===== src/shared/vic_pkg.sv =====
// Purpose: constants and types for the vectored interrupt controller
// Assumes: AXI4-Lite slave with 32-bit data, registers in the low byte
// Notes: printed offsets are not all multiples of four, so they are indices
`default_nettype none
package vic_pkg;
   localparam logic [7:0] IDX_CTRL_LOW = 8'h0B;
   localparam logic [7:0] IDX_CTRL_HIGH = 8'h1E;
   localparam logic [7:0] IDX_IRQ_STATUS = 8'h20;
   localparam logic [7:0] IDX_IRQ_MASK = 8'h21;
   localparam logic [7:0] IDX_EDGE_CFG = 8'h22;
   localparam int LOW_MASTER = 0;
   localparam int LOW_EXT0_EN = 1;
   localparam int LOW_EXT1_EN = 2;
   localparam int LOW_TIMER_EN = 3;
   localparam int LOW_EXT0_FLAG = 4;
   localparam int LOW_EXT1_FLAG = 5;
   localparam int LOW_TIMER_FLAG = 6;
   localparam int HIGH_TICK_EN = 0;
   localparam int HIGH_CLOCK_EN = 1;
   localparam int HIGH_TICK_FLAG = 4;
   localparam int HIGH_CLOCK_FLAG = 5;
   localparam logic [7:0] CTRL_RESET = 8'h00;
   localparam logic [7:0] VEC_EXT0 = 8'h04;
   localparam logic [7:0] VEC_EXT1 = 8'h08;
   localparam logic [7:0] VEC_TIMER = 8'h0C;
   localparam logic [7:0] VEC_TICK = 8'h10;
   localparam logic [7:0] VEC_CLOCK = 8'h14;
   localparam int NUM_SRC = 5;
   localparam logic [1:0] RESP_OKAY = 2'b00;
   localparam logic [1:0] RESP_SLVERR = 2'b10;
   // status bit: 0 vector issued, 1 request refused for full stack
   localparam int NUM_EVT = 2;
   typedef enum logic [1:0] {
      EDGE_RISE,
      EDGE_FALL,
      EDGE_BOTH
   } edge_mode_t;
   typedef struct packed {
      logic [4:0] src; // clock, tick, timer, ext1, ext0
   } src_vec_t;
   typedef struct packed {
      logic valid;
      logic [7:0] addr;
   } vector_call_t;
endpackage
`default_nettype wire


===== src/hw/pin_edge_detect.sv =====
// Purpose: detect a configurable edge on one external interrupt pin
// Assumes: pin is synchronous to aclk
// Notes: one instance per pin
`default_nettype none
module pin_edge_detect
   import vic_pkg::*;
(
   input wire logic aclk,
   input wire logic aresetn,
   input wire logic pin,
   input wire logic [1:0] mode,
   output logic hit
);
   logic prev_q, prev_d;

   // previous pin level
   always_comb begin
      prev_d = pin;
   end
   always_ff @(posedge aclk) begin
      if (!aresetn) begin
         prev_q <= 1'b0;
      end else begin
         prev_q <= prev_d;
      end
   end

   // edge selection
   always_comb begin
      case (mode)
         EDGE_RISE: hit = pin & ~prev_q;
         EDGE_FALL: hit = ~pin & prev_q;
         EDGE_BOTH: hit = pin ^ prev_q;
         default: hit = 1'b0;
      endcase
   end
endmodule
`default_nettype wire


===== src/hw/prio_pick.sv =====
// Purpose: fixed-priority pick among pending sources
// Assumes: bit 0 is the highest priority
// Notes: one-hot grant, zero when nothing is ready
`default_nettype none
module prio_pick
   import vic_pkg::*;
#(
   parameter int N = NUM_SRC
) (
   input wire logic [N-1:0] req,
   output logic [N-1:0] grant
);
   // refuse an empty source set at elaboration
   if (N < 1) begin : g_bad_n
      $error("prio_pick needs at least one source");
   end

   // lowest index wins
   always_comb begin
      grant = '0;
      for (int i = N - 1; i >= 0; i--) begin
         if (req[i]) begin
            grant = '0;
            grant[i] = 1'b1;
         end
      end
   end
endmodule
`default_nettype wire


===== src/hw/vectored_interrupt_controller.sv =====
// Purpose: five-source vectored interrupt controller with register access
// Assumes: core pulses return inputs for one cycle and acks vector calls
// Notes: status/mask event bits drive irq, cleared by writing one
//
// Our own choice: the AXI4-Lite slave port.
`default_nettype none
module vectored_interrupt_controller
   import vic_pkg::*;
(
   input wire logic aclk,
   input wire logic aresetn,
   input wire logic [7:0] s_axi_awaddr,
   input wire logic s_axi_awvalid,
   output logic s_axi_awready,
   input wire logic [31:0] s_axi_wdata,
   input wire logic [3:0] s_axi_wstrb,
   input wire logic s_axi_wvalid,
   output logic s_axi_wready,
   output logic [1:0] s_axi_bresp,
   output logic s_axi_bvalid,
   input wire logic s_axi_bready,
   input wire logic [7:0] s_axi_araddr,
   input wire logic s_axi_arvalid,
   output logic s_axi_arready,
   output logic [31:0] s_axi_rdata,
   output logic [1:0] s_axi_rresp,
   output logic s_axi_rvalid,
   input wire logic s_axi_rready,
   input wire logic ext_irq_pin_0,
   input wire logic ext_irq_pin_1,
   input wire logic timer_overflow,
   input wire logic tick_timeout,
   input wire logic clock_timeout,
   input wire logic second_phase_clock,
   input wire logic stack_full,
   input wire logic return_from_interrupt,
   output logic call_valid,
   output logic [7:0] call_vector,
   input wire logic call_ack,
   output logic irq
);
   // control state
   logic master_irq_enable_q, master_irq_enable_d;
   src_vec_t en_q, en_d;
   src_vec_t flag_q, flag_d;
   vector_call_t call_q, call_d;
   logic [3:0] edge_cfg_q, edge_cfg_d;
   logic [NUM_EVT-1:0] evt_q, evt_d, evt_mask_q, evt_mask_d;
   logic t2_prev_q, t2_prev_d;
   // bus state
   logic aw_full_q, aw_full_d, w_full_q, w_full_d;
   logic [7:0] aw_addr_q, aw_addr_d;
   logic [31:0] w_data_q, w_data_d;
   logic [3:0] w_strb_q, w_strb_d;
   logic bvalid_q, bvalid_d, rvalid_q, rvalid_d;
   logic [1:0] bresp_q, bresp_d, rresp_q, rresp_d;
   logic [31:0] rdata_q, rdata_d;

   logic [NUM_SRC-1:0] hits, eligible, grant;
   logic t2_rise, do_write, do_read, wr_hit;
   logic [7:0] ctrl_low, ctrl_high, wbyte;

   // external pin edge detectors
   pin_edge_detect u_edge0 (
      .aclk(aclk),
      .aresetn(aresetn),
      .pin(ext_irq_pin_0),
      .mode(edge_cfg_q[1:0]),
      .hit(hits[0])
   );
   pin_edge_detect u_edge1 (
      .aclk(aclk),
      .aresetn(aresetn),
      .pin(ext_irq_pin_1),
      .mode(edge_cfg_q[3:2]),
      .hit(hits[1])
   );
   assign hits[2] = timer_overflow;
   assign hits[3] = tick_timeout;
   assign hits[4] = clock_timeout;

   // sources ready for service: flag, own enable, master enable, room on stack
   assign eligible = flag_q.src & en_q.src & {NUM_SRC{master_irq_enable_q & ~stack_full}};
   prio_pick #(.N(NUM_SRC)) u_pick (
      .req(eligible),
      .grant(grant)
   );
   assign t2_rise = second_phase_clock & ~t2_prev_q;

   // register images
   assign ctrl_low = {1'b0, flag_q.src[2:0], en_q.src[2:0], master_irq_enable_q};
   assign ctrl_high = {2'b00, flag_q.src[4:3], 2'b00, en_q.src[4:3]};

   // bus handshakes
   assign s_axi_awready = ~aw_full_q;
   assign s_axi_wready = ~w_full_q;
   assign s_axi_arready = ~rvalid_q;
   assign do_write = aw_full_q & w_full_q & ~bvalid_q;
   assign do_read = s_axi_arvalid & ~rvalid_q;
   assign wbyte = w_data_q[7:0];
   assign wr_hit = do_write & w_strb_q[0];

   // write channel capture and response
   always_comb begin
      aw_full_d = aw_full_q;
      w_full_d = w_full_q;
      aw_addr_d = aw_addr_q;
      w_data_d = w_data_q;
      w_strb_d = w_strb_q;
      bvalid_d = bvalid_q;
      bresp_d = bresp_q;
      if (s_axi_awvalid && !aw_full_q) begin
         aw_full_d = 1'b1;
         aw_addr_d = s_axi_awaddr;
      end
      if (s_axi_wvalid && !w_full_q) begin
         w_full_d = 1'b1;
         w_data_d = s_axi_wdata;
         w_strb_d = s_axi_wstrb;
      end
      if (do_write) begin
         aw_full_d = 1'b0;
         w_full_d = 1'b0;
         bvalid_d = 1'b1;
         case (aw_addr_q[7:2])
            IDX_CTRL_LOW[5:0], IDX_CTRL_HIGH[5:0], IDX_IRQ_STATUS[5:0],
            IDX_IRQ_MASK[5:0], IDX_EDGE_CFG[5:0]: bresp_d = RESP_OKAY;
            default: bresp_d = RESP_SLVERR;
         endcase
      end else if (bvalid_q && s_axi_bready) begin
         bvalid_d = 1'b0;
      end
   end

   // read channel
   always_comb begin
      rvalid_d = rvalid_q;
      rdata_d = rdata_q;
      rresp_d = rresp_q;
      if (do_read) begin
         rvalid_d = 1'b1;
         rresp_d = RESP_OKAY;
         case (s_axi_araddr[7:2])
            IDX_CTRL_LOW[5:0]: rdata_d = {24'h000000, ctrl_low};
            IDX_CTRL_HIGH[5:0]: rdata_d = {24'h000000, ctrl_high};
            IDX_IRQ_STATUS[5:0]: rdata_d = {{(32 - NUM_EVT){1'b0}}, evt_q};
            IDX_IRQ_MASK[5:0]: rdata_d = {{(32 - NUM_EVT){1'b0}}, evt_mask_q};
            IDX_EDGE_CFG[5:0]: rdata_d = {28'h0000000, edge_cfg_q};
            default: begin
               rdata_d = 32'h00000000;
               rresp_d = RESP_SLVERR;
            end
         endcase
      end else if (rvalid_q && s_axi_rready) begin
         rvalid_d = 1'b0;
      end
   end

   // flags, enables, vectoring and event status
   always_comb begin
      master_irq_enable_d = master_irq_enable_q;
      en_d = en_q;
      flag_d = flag_q;
      call_d = call_q;
      edge_cfg_d = edge_cfg_q;
      evt_d = evt_q;
      evt_mask_d = evt_mask_q;
      t2_prev_d = second_phase_clock;
      // software writes first, hardware effects after so they win
      if (wr_hit) begin
         case (aw_addr_q[7:2])
            IDX_CTRL_LOW[5:0]: begin
               master_irq_enable_d = wbyte[LOW_MASTER];
               en_d.src[2:0] = wbyte[LOW_TIMER_EN:LOW_EXT0_EN];
               flag_d.src[2:0] = wbyte[LOW_TIMER_FLAG:LOW_EXT0_FLAG];
            end
            IDX_CTRL_HIGH[5:0]: begin
               en_d.src[4:3] = wbyte[HIGH_CLOCK_EN:HIGH_TICK_EN];
               flag_d.src[4:3] = wbyte[HIGH_CLOCK_FLAG:HIGH_TICK_FLAG];
            end
            IDX_IRQ_STATUS[5:0]: evt_d = evt_q & ~wbyte[NUM_EVT-1:0];
            IDX_IRQ_MASK[5:0]: evt_mask_d = wbyte[NUM_EVT-1:0];
            IDX_EDGE_CFG[5:0]: edge_cfg_d = wbyte[3:0];
            default: ;
         endcase
      end
      // core return restores master enable; plain return has no input
      if (return_from_interrupt) begin
         master_irq_enable_d = 1'b1;
      end
      // the core pushes only the program counter when it takes the call
      if (call_q.valid && call_ack) begin
         call_d.valid = 1'b0;
      end
      // service on the second-phase rising edge, one source only
      if (t2_rise && !call_q.valid) begin
         if (|grant) begin
            call_d.valid = 1'b1;
            master_irq_enable_d = 1'b0;
            flag_d.src = flag_d.src & ~grant;
            evt_d[0] = 1'b1;
            unique case (1'b1)
               grant[0]: call_d.addr = VEC_EXT0;
               grant[1]: call_d.addr = VEC_EXT1;
               grant[2]: call_d.addr = VEC_TIMER;
               grant[3]: call_d.addr = VEC_TICK;
               default: call_d.addr = VEC_CLOCK;
            endcase
         end else if (stack_full && |(flag_q.src & en_q.src) && master_irq_enable_q) begin
            evt_d[1] = 1'b1;
         end
      end
      // new requests latch and win over any clear
      flag_d.src = flag_d.src | hits;
   end

   // registers
   always_ff @(posedge aclk) begin
      if (!aresetn) begin
         master_irq_enable_q <= 1'b0;
         en_q <= '0;
         flag_q <= '0;
         call_q <= '0;
         edge_cfg_q <= 4'h0;
         evt_q <= '0;
         evt_mask_q <= '0;
         t2_prev_q <= 1'b0;
         aw_full_q <= 1'b0;
         w_full_q <= 1'b0;
         aw_addr_q <= 8'h00;
         w_data_q <= 32'h00000000;
         w_strb_q <= 4'h0;
         bvalid_q <= 1'b0;
         bresp_q <= RESP_OKAY;
         rvalid_q <= 1'b0;
         rdata_q <= 32'h00000000;
         rresp_q <= RESP_OKAY;
      end else begin
         master_irq_enable_q <= master_irq_enable_d;
         en_q <= en_d;
         flag_q <= flag_d;
         call_q <= call_d;
         edge_cfg_q <= edge_cfg_d;
         evt_q <= evt_d;
         evt_mask_q <= evt_mask_d;
         t2_prev_q <= t2_prev_d;
         aw_full_q <= aw_full_d;
         w_full_q <= w_full_d;
         aw_addr_q <= aw_addr_d;
         w_data_q <= w_data_d;
         w_strb_q <= w_strb_d;
         bvalid_q <= bvalid_d;
         bresp_q <= bresp_d;
         rvalid_q <= rvalid_d;
         rdata_q <= rdata_d;
         rresp_q <= rresp_d;
      end
   end

   // outputs
   assign s_axi_bvalid = bvalid_q;
   assign s_axi_bresp = bresp_q;
   assign s_axi_rvalid = rvalid_q;
   assign s_axi_rdata = rdata_q;
   assign s_axi_rresp = rresp_q;
   assign call_valid = call_q.valid;
   assign call_vector = call_q.addr;
   assign irq = |(evt_q & evt_mask_q);

   // checks
   a_timer_vector: assert property (@(posedge aclk) disable iff (!aresetn)
      (t2_rise && !call_q.valid && eligible == 5'b00100) |=> call_valid && call_vector == VEC_TIMER)
      else $error("timer vector not issued");
   a_tick_vector: assert property (@(posedge aclk) disable iff (!aresetn)
      (t2_rise && !call_q.valid && eligible == 5'b01000) |=> call_vector == VEC_TICK && !master_irq_enable_q)
      else $error("tick vector wrong");
   a_clock_vector: assert property (@(posedge aclk) disable iff (!aresetn)
      (t2_rise && !call_q.valid && eligible == 5'b10000) |=> call_vector == VEC_CLOCK)
      else $error("clock vector wrong");
   a_return_from_interrupt_sets: assert property (@(posedge aclk) disable iff (!aresetn)
      return_from_interrupt |=> master_irq_enable_q)
      else $error("return did not set master enable");
   // lower pending requests survive the service of external 0
   a_prio_ext0: assert property (@(posedge aclk) disable iff (!aresetn)
      (t2_rise && !call_q.valid && eligible[0] && !wr_hit) |=> call_vector == VEC_EXT0 &&
      (flag_q.src[4:1] & $past(eligible[4:1])) == $past(eligible[4:1]))
      else $error("priority order broken");
   a_master_mask: assert property (@(posedge aclk) disable iff (!aresetn)
      (!master_irq_enable_q && !call_q.valid) |=> !call_valid)
      else $error("vector issued with master enable clear");
   a_stack_block: assert property (@(posedge aclk) disable iff (!aresetn)
      (stack_full && !call_q.valid) |=> !call_valid)
      else $error("vector issued on full stack");
   a_flag_sticky: assert property (@(posedge aclk) disable iff (!aresetn)
      (flag_q.src[2] && !t2_rise && !wr_hit) |=> flag_q.src[2])
      else $error("timer flag dropped");
   a_t2_only: assert property (@(posedge aclk) disable iff (!aresetn)
      (!t2_rise && !call_q.valid) |=> !call_valid)
      else $error("vector issued off phase edge");
   // unused control bits come back as zero on the bus
   a_ctrl_low_bit7: assert property (@(posedge aclk) disable iff (!aresetn)
      (do_read && (s_axi_araddr[7:2] == IDX_CTRL_LOW[5:0] || s_axi_araddr[7:2] == IDX_CTRL_HIGH[5:0]))
      |=> s_axi_rdata[31:7] == '0 && ($past(s_axi_araddr[7:2]) != IDX_CTRL_HIGH[5:0] ||
      (s_axi_rdata[6] == 1'b0 && s_axi_rdata[3:2] == 2'b00)))
      else $error("unused bits not zero");
endmodule
`default_nettype wire


===== config.mk =====
export PLATFORM = sky130hd
export DESIGN_NAME = vectored_interrupt_controller
export DESIGN_NICKNAME = d
export VERILOG_FILES = /design/src/shared/vic_pkg.sv /design/src/hw/pin_edge_detect.sv /design/src/hw/prio_pick.sv /design/src/hw/vectored_interrupt_controller.sv
export SDC_FILE = /design/constraint.sdc
export NUM_CORES = 1
export LEC_CHECK = 0
export ABC_AREA = 0
export BUFFER_PORTS_ARGS = -buffer_cell sky130_fd_sc_hd__buf_2
export CAP_MARGIN = 20
export CORE_ASPECT_RATIO = 0.5
export CORE_UTILIZATION = 25
export DETAILED_ROUTE_END_ITERATION = 8
export HOLD_SLACK_MARGIN = 0.06
export PLACE_DENSITY = 0.49
export SLEW_MARGIN = 25
export SYNTH_ARGS = -nofsm -noshare
export SYNTH_HDL_FRONTEND = slang
export SYNTH_HIERARCHICAL = 1
export SYNTH_SLANG_ARGS = --single-unit

===== constraint.sdc =====
create_clock -name aclk -period 4.7 [get_ports aclk]
set_input_delay 0.705 -clock aclk [delete_from_list [all_inputs] [get_ports aclk]]
set_output_delay 0.705 -clock aclk [all_outputs]
set_load 0.005 [all_outputs]

==> results_dict.tcl <==
set metrics [dict create \
    grt.busiest_layer "met2" \
    portBuffers 54 \
    endpoint_kind "flip-flop" \
    grt_pass1_vias 2042 \
    gr-usage-met1_pct 15.51 \
    finalSetupTns_ns 0 \
    die_w_um 152.1 \
    netlist_area_um2 2815 \
    antenna_left 0 \
    cts.sinks 53 \
    max-vdd-ir-drop_mv 0.1085 \
    crit_path_start_kind "input port" \
    fmax_ghz 0.3770 \
    regArea_um2 1061 \
    fillers 1131 \
    die_area_um2 11710 \
    cp_max_fo 7 \
    power_w 0.0009816 \
    arrival_ns 2.90 \
    gr-usage-met2_pct 16.99 \
    gr-total-overflow 0 \
    dr_total_vias 2155 \
    finalHoldViolations 0 \
    start_util_pct 26.63 \
    async_flop_share_pct 0 \
    synth_top_area_share_pct 37.69 \
    finalSetupViolations 0 \
    grt_pass1_wl_um 10390 \
    synth_cell_types 48 \
    cts_buffers 5 \
    synth_ff_type "dfxtp_1" \
    drt_first_iter_violations 140 \
    post_synth_inst_count 310 \
    crit_path_max_incr_delay_ns 0.54 \
    antenna_found_initial 0 \
    fin_crit_ns 2.653 \
    multi_input_comb_area_um2 1546 \
    insertion_delay_ns 0.30 \
    layout.nets 429 \
    clk_path_buf_depth 2 \
    cp_slowest_cell "or4_4" \
    grt_usage_pct 11.36 \
    num_rows 26 \
    seq_area_frac_synth_pct 37.69 \
    synth.area.top_cells "dfxtp_1 (38%), mux2i_1 (10%), buf_4 (8.8%)" \
    yosysMostFrequentCell "dfxtp_1" \
    synth_edf_count 0 \
    synth_commonest_cells "dfxtp_1 (53), buf_4 (33), nor2b_1 (31)" \
    syn_area_per_cell_um2 9.081 \
    postCtsSetupRepairBufs 0 \
    wire_per_inst_um 12.54 \
    crit_buf_inv 1 \
    yosysTopAreaCell "dfxtp_1" \
    worstPathRequired_ns 4.94 \
    ioPinCount 119 \
    first_pass_iters 7 \
    hold_path.class "flip-flop to flip-flop" \
    drt-total-wl_um 6247 \
    slew_headroom_pct 38.49 \
    cp_top_family "simple AND/OR/NAND/NOR gates" \
    cts_tree "built" \
    die_h_um 77.04 \
    antenna_cells 0 \
    postCtsHoldBufs 0 \
    drv_slew 0 \
    coreArea_um2 10570 \
    max_slew.worst_pin.slew_ns 0.9208 \
    drt-vias-per-instance 4.327 \
    yosys_register_bits 53 \
    clkSlewWorstSetupHoldPaths_ns 0.07 \
    finalCritPeriodShare_pct 56.44 \
    dp_hpwl_um 4676 \
    cts_root_buffer "clkbuf_16" \
    grt_max_degree 64 \
    rsz0062_at_grt "no" \
    p_leak_nw 1.380 \
    clock-skew-final_ns 0.007087 \
    violations "design-rule violations" \
    drc 18 \
    crit_chain "buf_2 > nand2b_1 > nor2_1 > and2b_2 > or4_4 > nor4_1 > o21a_1" \
    crit_type "input port to flip-flop" \
    synthToLayoutAreaGrowth_pct 15.29 \
    routabilityCongestion 0.8347 \
    cts.repair.resized 0 \
    pwr_density_cell_nw_per_um2 302.4 \
    htreeDepth 2 \
    layout-drive-gt1-share_pct 21.51 \
    maxCapViolCount 0 \
    grt_use_met3_pct 3.561 \
    status "finished, violations left" \
    yosys_warnings 6 \
]
==> layout by cell type, fill, tap and decap left out, types with 2 or more instances in the layout <==
master,n
buf_4,2
a22oi_1,6
o2bb2ai_1,2
a21boi_0,6
nand4_1,5
o211a_1,2
o21ai_0,7
conb_1,32
dfxtp_1,53
mux2i_1,29
nor2b_1,30
nand3b_1,2
o22ai_1,3
and4bb_2,2
ha_1,4
nor3b_1,2
o21a_1,3
clkbuf_16,5
buf_2,53
nor2_1,13
o211ai_1,6
a21oi_1,6
inv_1,7
nand2_1,28
nand3_1,11
nor4b_2,2
nand2b_1,7
and2b_2,2
a31oi_1,2
and2_1,4
==> routing by layer <==
layer | vias to the layer above | share of wire, %
li1 | 1114 | -
met2 | 58 | 40
met1 | 976 | 53
met5 | - | 0
met4 | 0 | 1.3
met3 | 7 | 5.3
==> power breakdown <==
| part | leakage, nW | total [W] | internal, W | switching, W |
|---|---|---|---|---|
| clock | 0.0775 | 0.000392 | 0.000215 | 0.000176 |
| combinational | 0.868 | 0.000100 | 0.0000475 | 0.0000528 |
| sequential | 0.435 | 0.000490 | 0.000470 | 0.0000195 |
==> final timing paths <==
path | endpoint | slack (ns) | startpoint | cells after the start
worst min-delay path | s_axi_rresp[1] | 0.47 | s_axi_rresp[1] | 2
worst max-delay path | evt_q[1] | 2.05 | stack_full | 7
worst min register to register | s_axi_rresp[1] | 0.47 | s_axi_rresp[1] | 2
worst max register to register | evt_q[1] | 2.23 | master_irq_enable_q | 6
==> cell type report <==
type / instances / area share [%]
clock buffers: 6 / 4.279
clock inverters: 2 / 0.5397
well taps: 140 / 5.397
flip-flops and latches: 53 / 32.69
multi-input cells: 235 / 47.65
inverters: 7 / 0.8096
repair buffers: 55 / 8.635
==> state kept, by name (all words and copies together) (netlist names), 2 cells and up <==
signal,flops
aw_addr_q,6
call_vector,3
edge_cfg_q,4
en_q,5
evt_mask_q,2
evt_q,2
flag_q,5
s_axi_rdata,7
w_data_q,7
==> metrics by stage <==
stage / std cells / area, um^2 / hold slack [ns] / util, % / setup slack (ns)
detailed placement: 490 / 3084 / 0.4635 / 29.17 / 1.762
CTS: 498 / 3241 / 0.4760 / 30.65 / 2.077
global route: 498 / 3246 / 0.5214 / 30.70 / 1.948
global placement: 490 / 3084 / 0.4623 / 29.17 / 1.744
floorplan: 341 / 2932 / 0.4575 / - / 2.167
finish: 498 / 3246 / 0.4703 / 30.70 / 2.047
==> cell families after synthesis <==
logic type      after synthesis  share of synthesized area, %
compound gates               49                         12.31
flops                        53                         37.69
other cells                   1                        0.1332
buf+inv                      53                         11.60
mux                          29                         10.31
fa+ha+maj                     4                         1.778
simple gates                121                         26.18
==> worst reg2reg max path: cells and delay by family (launching register included) <==
kind | cells | cell delay, ns
AND/OR/NAND/NOR | 5 | 1.82
flip-flops | 1 | 0.39
AO/OA/AOI/OAI | 1 | 0.20
(Power assumes the default switching activity.)
